$ cat config.mk
export PLATFORM = sky130hd
export DESIGN_NAME = cpcr_regs
export DESIGN_NICKNAME = d
export VERILOG_FILES = /design/src/logic/cpcr_pkg.sv /design/src/logic/cpcr_regs.sv /design/src/logic/cpcr_chan_ramp.sv
export VERILOG_INCLUDE_DIRS = /design/src /design/src/logic
export SDC_FILE = /design/constraint.sdc
export NUM_CORES = 1
export LEC_CHECK = 0
export ABC_AREA = 1
export ABC_CLOCK_PERIOD_IN_PS = 6100
export BUFFER_PORTS_ARGS = -buffer_cell sky130_fd_sc_hd__buf_2
export CAP_MARGIN = 25
export CORE_ASPECT_RATIO = 0.8
export CORE_MARGIN = 2
export CORE_UTILIZATION = 50
export CTS_BUF_LIST = sky130_fd_sc_hd__clkbuf_16
export DETAILED_ROUTE_END_ITERATION = 16
export PLACE_DENSITY = 0.77
export SYNTH_ARGS = -nofsm -noshare
export SYNTH_HDL_FRONTEND = slang
export SYNTH_HIERARCHICAL = 1
export SYNTH_SLANG_ARGS = --single-unit
$ cat constraint.sdc
create_clock -name ref_clk -period 6.1 [get_ports ref_clk]
set_input_delay 1.83 -clock ref_clk [delete_from_list [all_inputs] [get_ports ref_clk]]
set_output_delay 1.83 -clock ref_clk [all_outputs]
set_load 0.02 [all_outputs]
$ cat src/logic/cpcr_map.svh
// Offsets, field positions, reset values and timing counts of the block.
`ifndef CPCR_MAP_SVH
`define CPCR_MAP_SVH

`define CPCR_PAGE_MAIN 8'h00
`define CPCR_OFF_IN_EN 8'h73
`define CPCR_OFF_OUT_EN 8'h74
`define CPCR_OFF_PWR 8'h75
`define CPCR_OFF_STS0 8'h76
`define CPCR_OFF_STS1 8'h77
`define CPCR_OFF_CKSUM 8'h7e

`define CPCR_RST_IN_EN 8'hc0
`define CPCR_RST_OUT_EN 8'h00
`define CPCR_RST_PWR 8'h00
`define CPCR_RST_STS0 8'h00
`define CPCR_RST_STS1 8'h80
`define CPCR_RST_CKSUM 8'h00

`define CPCR_BIT_BIAS 7
`define CPCR_BIT_CHPWR 6
`define CPCR_BIT_PLL 5
`define CPCR_BIT_LIVE 4
`define CPCR_MSB_SET 3
`define CPCR_LSB_SET 2
`define CPCR_BIT_RSVD 1
`define CPCR_BIT_VAD 0
`define CPCR_MSB_MODE 7
`define CPCR_LSB_MODE 5

`define CPCR_SET_ONE_FOUR 2'h1

`define CPCR_CLK_PERIOD_NS 10
`define CPCR_PU_TIME_NS 10000
`define CPCR_PU_CYCLES \
    ((`CPCR_PU_TIME_NS + `CPCR_CLK_PERIOD_NS - 1) / `CPCR_CLK_PERIOD_NS)

`endif

$ cat src/logic/cpcr_pkg.sv
// Types shared by the channel power control register files.
package cpcr_pkg;

    typedef logic [7:0] cpcr_byte_t;

    typedef enum logic [2:0]
    {
        CPCR_MODE_SLEEP = 3'h4,
        CPCR_MODE_IDLE = 3'h6,
        CPCR_MODE_ACTIVE = 3'h7
    } cpcr_mode_e;

    typedef enum logic [1:0]
    {
        CPCR_CH_OFF = 2'h0,
        CPCR_CH_RAMP = 2'h1,
        CPCR_CH_ON = 2'h2
    } cpcr_ch_state_e;

endpackage

$ cat src/logic/cpcr_regs.sv
// Channel enable, power configuration and status register group.
//
// Behaviour
// - Input enable bits 7..4 enable channels one to four, one and two on.
// - Output enable bits 7..4 drive output slots one to four, all off.
// - Power bit 7 powers the bias generator up when set, resets clear.
// - Power bit 6 powers every enabled channel, clearing it stops all.
// - Power bit 5 powers the PLL up when set and resets clear.
// - Without bit 4, enables only take effect while nothing records.
// - Bits 3..2 choose the live switch set, codes 2 and 3 are not used.
// - Power bit 0 turns the voice detector on when set.
// - Status bits 7 and 6 show channels one and two powered, reset 0.
// - Mode field 7..5 reads 4 asleep, 6 all off, 7 any channel on.
// - The mode status register reads 0x80 after reset.
// - Reserved low bits read zero and ignore writes, except power bit 1, which is read-write.
// - The checksum register resets to zero and reads the checksum.
// - Writing the checksum loads it; other writes advance it.
`timescale 1ns/1ns
`default_nettype none
`include "cpcr_map.svh"

module cpcr_regs
(
    input wire logic ref_clk,
    input wire logic rstn,
    input wire logic ce,
    input wire logic reg_wr,
    input wire logic reg_rd,
    input wire cpcr_pkg::cpcr_byte_t reg_page,
    input wire cpcr_pkg::cpcr_byte_t reg_addr,
    input wire cpcr_pkg::cpcr_byte_t reg_wdata,
    output cpcr_pkg::cpcr_byte_t reg_rdata,
    output logic reg_rvalid,
    input wire logic sleep_mode,
    output logic bias_gen_power,
    output logic pll_power,
    output logic voice_detect_on,
    output logic [3:0] chan_power_req,
    output logic [3:0] chan_powered,
    output logic [3:0] out_slot_drive,
    output cpcr_pkg::cpcr_mode_e device_mode_field
);
    import cpcr_pkg::*;

    // Register fields are held in channel order: index 0 is channel one.
    logic [3:0] input_en_q;
    logic [3:0] out_slot_q;
    logic bias_q;
    logic chpwr_q;
    logic pll_q;
    logic live_q;
    logic [1:0] set_q;
    logic rsvd_q;
    logic vad_q;
    cpcr_byte_t cksum_q;
    cpcr_byte_t cksum_d;
    cpcr_mode_e mode_q;
    logic [3:0] eff_en_q;
    logic [3:0] ramp_done;
    logic recording;

    // Page and offset match for the main page.
    function automatic logic reg_hit(input cpcr_byte_t page,
                                     input cpcr_byte_t addr,
                                     input cpcr_byte_t off);
        reg_hit = (page == `CPCR_PAGE_MAIN) && (addr == off);
    endfunction

    // Register bits 7..4 carry channels one..four, so order is reversed.
    function automatic logic [3:0] rev4(input logic [3:0] v);
        rev4 = {v[0], v[1], v[2], v[3]};
    endfunction

    // Input channel enables; reserved low bits are not stored.
    always_ff @(posedge ref_clk or negedge rstn)
    begin
        if (!rstn)
            input_en_q <= rev4(4'(`CPCR_RST_IN_EN >> 4));
        else if (ce && reg_wr && reg_hit(reg_page, reg_addr, `CPCR_OFF_IN_EN))
            input_en_q <= rev4(reg_wdata[7:4]);
    end

    // Output slot enables; a clear bit leaves the slot undriven.
    always_ff @(posedge ref_clk or negedge rstn)
    begin
        if (!rstn)
            out_slot_q <= rev4(4'(`CPCR_RST_OUT_EN >> 4));
        else if (ce && reg_wr &&
                 reg_hit(reg_page, reg_addr, `CPCR_OFF_OUT_EN))
            out_slot_q <= rev4(reg_wdata[7:4]);
    end

    // Power configuration; every field is plain read-write.
    always_ff @(posedge ref_clk or negedge rstn)
    begin
        if (!rstn)
        begin
            bias_q <= 1'(`CPCR_RST_PWR >> `CPCR_BIT_BIAS);
            chpwr_q <= 1'(`CPCR_RST_PWR >> `CPCR_BIT_CHPWR);
            pll_q <= 1'(`CPCR_RST_PWR >> `CPCR_BIT_PLL);
            live_q <= 1'(`CPCR_RST_PWR >> `CPCR_BIT_LIVE);
            set_q <= 2'(`CPCR_RST_PWR >> `CPCR_LSB_SET);
            rsvd_q <= 1'(`CPCR_RST_PWR >> `CPCR_BIT_RSVD);
            vad_q <= 1'(`CPCR_RST_PWR >> `CPCR_BIT_VAD);
        end
        else if (ce && reg_wr && reg_hit(reg_page, reg_addr, `CPCR_OFF_PWR))
        begin
            bias_q <= reg_wdata[`CPCR_BIT_BIAS];
            chpwr_q <= reg_wdata[`CPCR_BIT_CHPWR];
            pll_q <= reg_wdata[`CPCR_BIT_PLL];
            live_q <= reg_wdata[`CPCR_BIT_LIVE];
            set_q <= reg_wdata[`CPCR_MSB_SET:`CPCR_LSB_SET];
            rsvd_q <= reg_wdata[`CPCR_BIT_RSVD];
            vad_q <= reg_wdata[`CPCR_BIT_VAD];
        end
    end

    // A channel counts as recording once its power-up has settled.
    assign recording = |chan_powered;

    // Each channel picks up its enable only when switching is allowed.
    // Without live switching a newly enabled channel waits until every
    // recording channel has stopped, so a running stream is never glitched.
    // Reserved set codes are treated like code 0, the narrower set.
    generate
        for (genvar i = 0; i < 4; i++)
        begin : g_chan
            logic in_set;
            logic may_switch;

            assign in_set = (i < 2) || (set_q == `CPCR_SET_ONE_FOUR);
            assign may_switch = !recording || (live_q && in_set);

            always_ff @(posedge ref_clk or negedge rstn)
            begin
                if (!rstn)
                    eff_en_q[i] <= 1'b0;
                else if (ce && may_switch)
                    eff_en_q[i] <= input_en_q[i];
            end

            // The global bit overrides every individual enable.
            assign chan_power_req[i] = chpwr_q && eff_en_q[i];

            cpcr_chan_ramp u_ramp
            (
                .ref_clk(ref_clk),
                .rstn(rstn),
                .ce(ce),
                .power_req(chan_power_req[i]),
                .power_done(ramp_done[i])
            );

            // Masking with the live request drops status in the same cycle.
            assign chan_powered[i] = ramp_done[i] && chan_power_req[i] &&
                                     input_en_q[i];
        end
    endgenerate

    // Device mode, registered from the sleep input and channel power.
    always_ff @(posedge ref_clk or negedge rstn)
    begin
        if (!rstn)
            mode_q <= CPCR_MODE_SLEEP;
        else if (ce)
        begin
            if (sleep_mode)
                mode_q <= CPCR_MODE_SLEEP;
            else if (recording)
                mode_q <= CPCR_MODE_ACTIVE;
            else
                mode_q <= CPCR_MODE_IDLE;
        end
    end

    // Running checksum: address plus data of each other write, modulo 256.
    always_comb
    begin
        cksum_d = cksum_q;
        if (reg_wr)
        begin
            if (reg_hit(reg_page, reg_addr, `CPCR_OFF_CKSUM))
                cksum_d = reg_wdata;
            else
                cksum_d = cksum_q + reg_addr + reg_wdata;
        end
    end

    // Writes on every page are seen here, not only the main page.
    always_ff @(posedge ref_clk or negedge rstn)
    begin
        if (!rstn)
            cksum_q <= `CPCR_RST_CKSUM;
        else if (ce)
            cksum_q <= cksum_d;
    end

    // Read port: data is captured one cycle after the request.
    // Unmapped offsets and other pages answer zero.
    always_ff @(posedge ref_clk or negedge rstn)
    begin
        if (!rstn)
        begin
            reg_rdata <= 8'h00;
            reg_rvalid <= 1'b0;
        end
        else if (ce)
        begin
            reg_rvalid <= reg_rd;
            if (reg_rd)
            begin
                if (reg_hit(reg_page, reg_addr, `CPCR_OFF_IN_EN))
                    reg_rdata <= {rev4(input_en_q), 4'h0};
                else if (reg_hit(reg_page, reg_addr, `CPCR_OFF_OUT_EN))
                    reg_rdata <= {rev4(out_slot_q), 4'h0};
                else if (reg_hit(reg_page, reg_addr, `CPCR_OFF_PWR))
                    reg_rdata <= {bias_q, chpwr_q, pll_q, live_q,
                                  set_q, rsvd_q, vad_q};
                else if (reg_hit(reg_page, reg_addr, `CPCR_OFF_STS0))
                    reg_rdata <= {chan_powered[0], chan_powered[1],
                                  6'h00};
                else if (reg_hit(reg_page, reg_addr, `CPCR_OFF_STS1))
                    reg_rdata <= {mode_q, 5'h00};
                else if (reg_hit(reg_page, reg_addr, `CPCR_OFF_CKSUM))
                    reg_rdata <= cksum_q;
                else
                    reg_rdata <= 8'h00;
            end
        end
    end

    // Control outputs straight from the register flip-flops.
    assign bias_gen_power = bias_q;
    assign pll_power = pll_q;
    assign voice_detect_on = vad_q;
    assign out_slot_drive = out_slot_q;
    assign device_mode_field = mode_q;

endmodule // cpcr_regs

`default_nettype wire

$ cat src/logic/cpcr_chan_ramp.sv
// Power-up sequencer of one converter channel.
`timescale 1ns/1ns
`default_nettype none
`include "cpcr_map.svh"

module cpcr_chan_ramp
(
    input wire logic ref_clk,
    input wire logic rstn,
    input wire logic ce,
    input wire logic power_req,
    output logic power_done
);
    import cpcr_pkg::*;

    localparam int unsigned PU_CYC = `CPCR_PU_CYCLES;
    localparam logic [10:0] PU_LAST = 11'(PU_CYC - 1);

    cpcr_ch_state_e state_q;
    logic [10:0] cnt_q;

    // Power-down is immediate; power-up waits out the settling time.
    always_ff @(posedge ref_clk or negedge rstn)
    begin
        if (!rstn)
        begin
            state_q <= CPCR_CH_OFF;
            cnt_q <= 11'h000;
        end
        else if (ce)
        begin
            case (state_q)
                CPCR_CH_OFF:
                begin
                    cnt_q <= 11'h000;
                    if (power_req)
                        state_q <= CPCR_CH_RAMP;
                end
                CPCR_CH_RAMP:
                begin
                    if (!power_req)
                        state_q <= CPCR_CH_OFF;
                    else if (cnt_q == PU_LAST)
                        state_q <= CPCR_CH_ON;
                    else
                        cnt_q <= cnt_q + 11'h001;
                end
                CPCR_CH_ON:
                begin
                    if (!power_req)
                        state_q <= CPCR_CH_OFF;
                end
                default:
                    state_q <= CPCR_CH_OFF;
            endcase
        end
    end

    // Registered done flag; the caller masks it with the live request.
    always_ff @(posedge ref_clk or negedge rstn)
    begin
        if (!rstn)
            power_done <= 1'b0;
        else if (ce)
            power_done <= (state_q == CPCR_CH_ON) && power_req;
    end

endmodule // cpcr_chan_ramp

`default_nettype wire

==> out/qor.csv <==
stage,metric,value,unit
route,drt via density,5.22,
synth,"Async S/R FF share, synth",100,%
die,initial core utilization,51.7,%
worst_setup_path,CP startpoint kind,input pin,
worst_setup_path,reg2reg start,cksum_q[1]$_DFFE_PN0P_,
place,routability congestion estimate,0.869,
pwr,VDD IR max,130,µV
global_route,total global-route track usage,22.5,%
worst_setup_path,Crit path largest cell delay,0.48,ns
finish,design area,0.00668,mm²
worst_setup_path,Top delay family on crit path,adder cells,
clock_network,clk root buf,clkbuf_16,
finish,Ant. Diodes,0,
clock_network,Post CTS Setup Buffer Count,0,
global_route,grt total ovfl,0,
global_route,vias in the first global route,5079,
worst_setup_path,CP required,6.31,ns
synth,Ys Warns,6,
sta,RSZ-0062 raised after global routing,false,
die,height of the die,102,µm
worst_setup_path,Arrival @ worst endpoint,3.67,ns
synth,Mapped Cells,845,
pwr,PD cells,244,mW/mm²
global_route,pin count of the biggest net entering global routing,69,
die,Top Ports,57,
die,die area,0.0129,mm²
synth,Synth area leader,dfrtp_1,
route,Via Count,5511,
synth,syn_area_per_cell,7.13,µm²
finish,Reg area,0.00238,mm²
sta,Final min period,3.46,ns
worst_hold_path,Hold Path Class,reg2reg,
route,routed len/inst,13.0,µm
status,status,"finished, final reports clean",
clock_network,CTS tree,done,
synth,number of synthesized flops with an enable pin,0,
sta,Worst Skew,0.0102,ns
clock_network,H-tree level count,3,
global_route,initial antenna violation count,0,
finish,area taken by multi-input logic gates,0.00319,mm²
worst_setup_path,Critical path origin,reg_addr[1],
synth,"count leader, synth",nand2_1,
synth,Post-Syn Area,0.00602,mm²
sta,final setup fails,0,
finish,Fill cells,1085,
clock_network,clk sink count,95,
finish,Layout Utilization,57.4,%
route,1st-pass router iterations,6,
pwr,power after layout,1630,µW
clock_network,Worst-path clk slew,0.07,ns
clock_network,clock buffer depth,2,
synth,Synthesized Nets,893,
place,HPWL Detailed,10200,µm
route,initial drt markers,402,
route,DRC viols,0,
worst_setup_path,worst-path cell chain,buf_2 > fa_1 > ha_1 > fa_1 > nand3_1 > nand2_1 > xor2_1 > a21oi_1 > a21oi_1,
worst_setup_path,WP buf/inv,1,
die,CORE AREA,0.0116,mm²
place,dpl cell area,0.00640,mm²
synth,Commonest cells post-synth,"nand2_1 (333), dfrtp_1 (93), inv_1 (66), nor2_1 (64), nand3_1 (40)",
sta,Final TNS setup,0,ns
place,IO Port Bufs,55,
synth,Netlist cell types,36,
finish,layout cell share with drive strength beyond 1,15.2,%
synth,register area share after synthesis,39.5,%
flow_run,max-cap viol count,0,
clock_network,CTS Buf Count,9,
finish,"Net count, final",950,
worst_hold_path,Hold Path Origin,reg_rdata[0]$_DFFE_PN0P_,
sta,Tcrit/Tclk final,56.7,%
pwr,leak pwr,0.00346,µW
sta,fmax,289,MHz
worst_setup_path,crit-path max FO,4,
finish,area grow syn2layout,10.9,%
synth,dominant cells by area after synthesis,"dfrtp_1 (39%), nand2_1 (21%), inv_1 (4.1%)",
die,Rows,35,
synth,Yosys reg bits,95,
sta,Slew Limit Headroom,44.3,%
sta,Worst Tran Pin Value,0.835,ns
clock_network,clk_lat worst skew,0.35,ns
sta,Pins Over Slew Limit,0,
worst_setup_path,CP endpoint kind,flip-flop,
synth,ys flop type,dfrtp_1,
route,Antenna Violating Nets Remaining,0,
sta,final hold vios,0,
worst_setup_path,type of the worst setup path,in2reg,
worst_setup_path,critical path's slowest cell,fa_1,
clock_network,PostCTS Resize Cnt,0,
route,total wire length,13700,µm
die,DIE WIDTH,127,µm
synth,Yosys top cell area share,38.6,%
clock_network,hold buffer count at CTS,0,
global_route,first-pass GRT wire length,23600,µm
==> cells by family after synthesis <==
| group | after synthesis | synth area share, % |
|---|---|---|
| DFF | 95 | 39.5 |
| other | 1 | 0.0622 |
| and+or+nand+nor | 519 | 37.7 |
| xor gates and xnor gates | 14 | 2.04 |
| adders and majority gates | 18 | 4.74 |
| buffers and inverters | 107 | 7.56 |
| AOI/OAI and AO/OA | 91 | 8.43 |
==> cell type report <==
class	count	share of cell area, %
Timing Repair Buffer	56	4.27
Multi-Input combinational cell	643	47.7
Sequential cell	95	35.6
Clock buffer	9	3.37
Clock inverter	7	0.824
Inverter	97	5.45
Tap cell	148	2.77
==> cell usage in the layout, fill, tap and decap left out, drive strengths merged <==
cell / instances
dfrtp: 93
xnor2: 4
o22ai: 3
clkinv: 9
and2: 2
nor2: 81
nor3b: 4
a22o: 1
a21oi: 26
nor3: 17
o21ai: 48
fa: 8
buf: 56
xor2: 10
nand2: 345
nand3b: 10
dfstp: 2
nand4: 16
o211ai: 4
inv: 95
ha: 10
o21bai: 5
conb: 1
o41ai: 4
clkbuf: 9
nand3: 44
==> through the flow <==
step	setup slack, ns	hold WS, ns	std cells
floorplan	2.57	0.442	845
global placement	2.34	0.453	1039
detailed placement	2.32	0.462	1039
CTS	2.67	0.481	1055
global route	2.56	0.501	1055
finish	2.64	0.479	1055
==> power breakdown <==
group / leakage (µW) / switching [µW] / total [µW] / internal, µW
sequential: 0.00129 / 40.2 / 706 / 666
clock: 0.000140 / 255 / 536 / 282
combinational: 0.00202 / 241 / 390 / 149
total: 0.00346 / 536 / 1630 / 1100
==> sequential cells by signal, summed over array words and instances (netlist names), 2 cells and up <==
name / cells
reg_rdata: 8
g_chan.u_ramp/state_q: 8
cksum_q: 8
g_chan.u_ramp/power_done: 4
input_en_q: 4
device_mode_field: 2
set_q: 2
eff_en_q: 4
out_slot_drive: 4
g_chan.u_ramp/cnt_q: 44
==> worst paths after layout <==
kind	to	slack (ns)	cells past startpoint
worst max register to register	cksum_q[5]$_DFFE_PN0P_	3.90	8
min in group asynchronous	reg_rdata[3]$_DFFE_PN0P_	1.57	1
worst min register to register	reg_rdata[0]$_DFFE_PN0P_	0.48	2
worst max-delay path	cksum_q[5]$_DFFE_PN0P_	2.64	9
worst min-delay path	reg_rdata[0]$_DFFE_PN0P_	0.48	2
max in group asynchronous	g_chan[3].u_ramp/cnt_q[1]$_DFFE_PN0P_	3.64	2
==> per-layer routing <==
layer | global-route usage, % | part of all wire [%]
met5 | 0 | 0
met4 | 6.34 | 1.5
met3 | 5.45 | 6.0
met2 | 35.0 | 44
met1 | 31.9 | 49
==> worst reg2reg max path: stages, from the launching register on <==
cell,delay (ns)
dfrtp_1,0.40
fa_1,0.45
ha_1,0.26
fa_1,0.45
nand3_1,0.12
nand2_1,0.07
xor2_1,0.14
a21oi_1,0.14
a21oi_1,0.06
(Power assumes the default switching activity.)
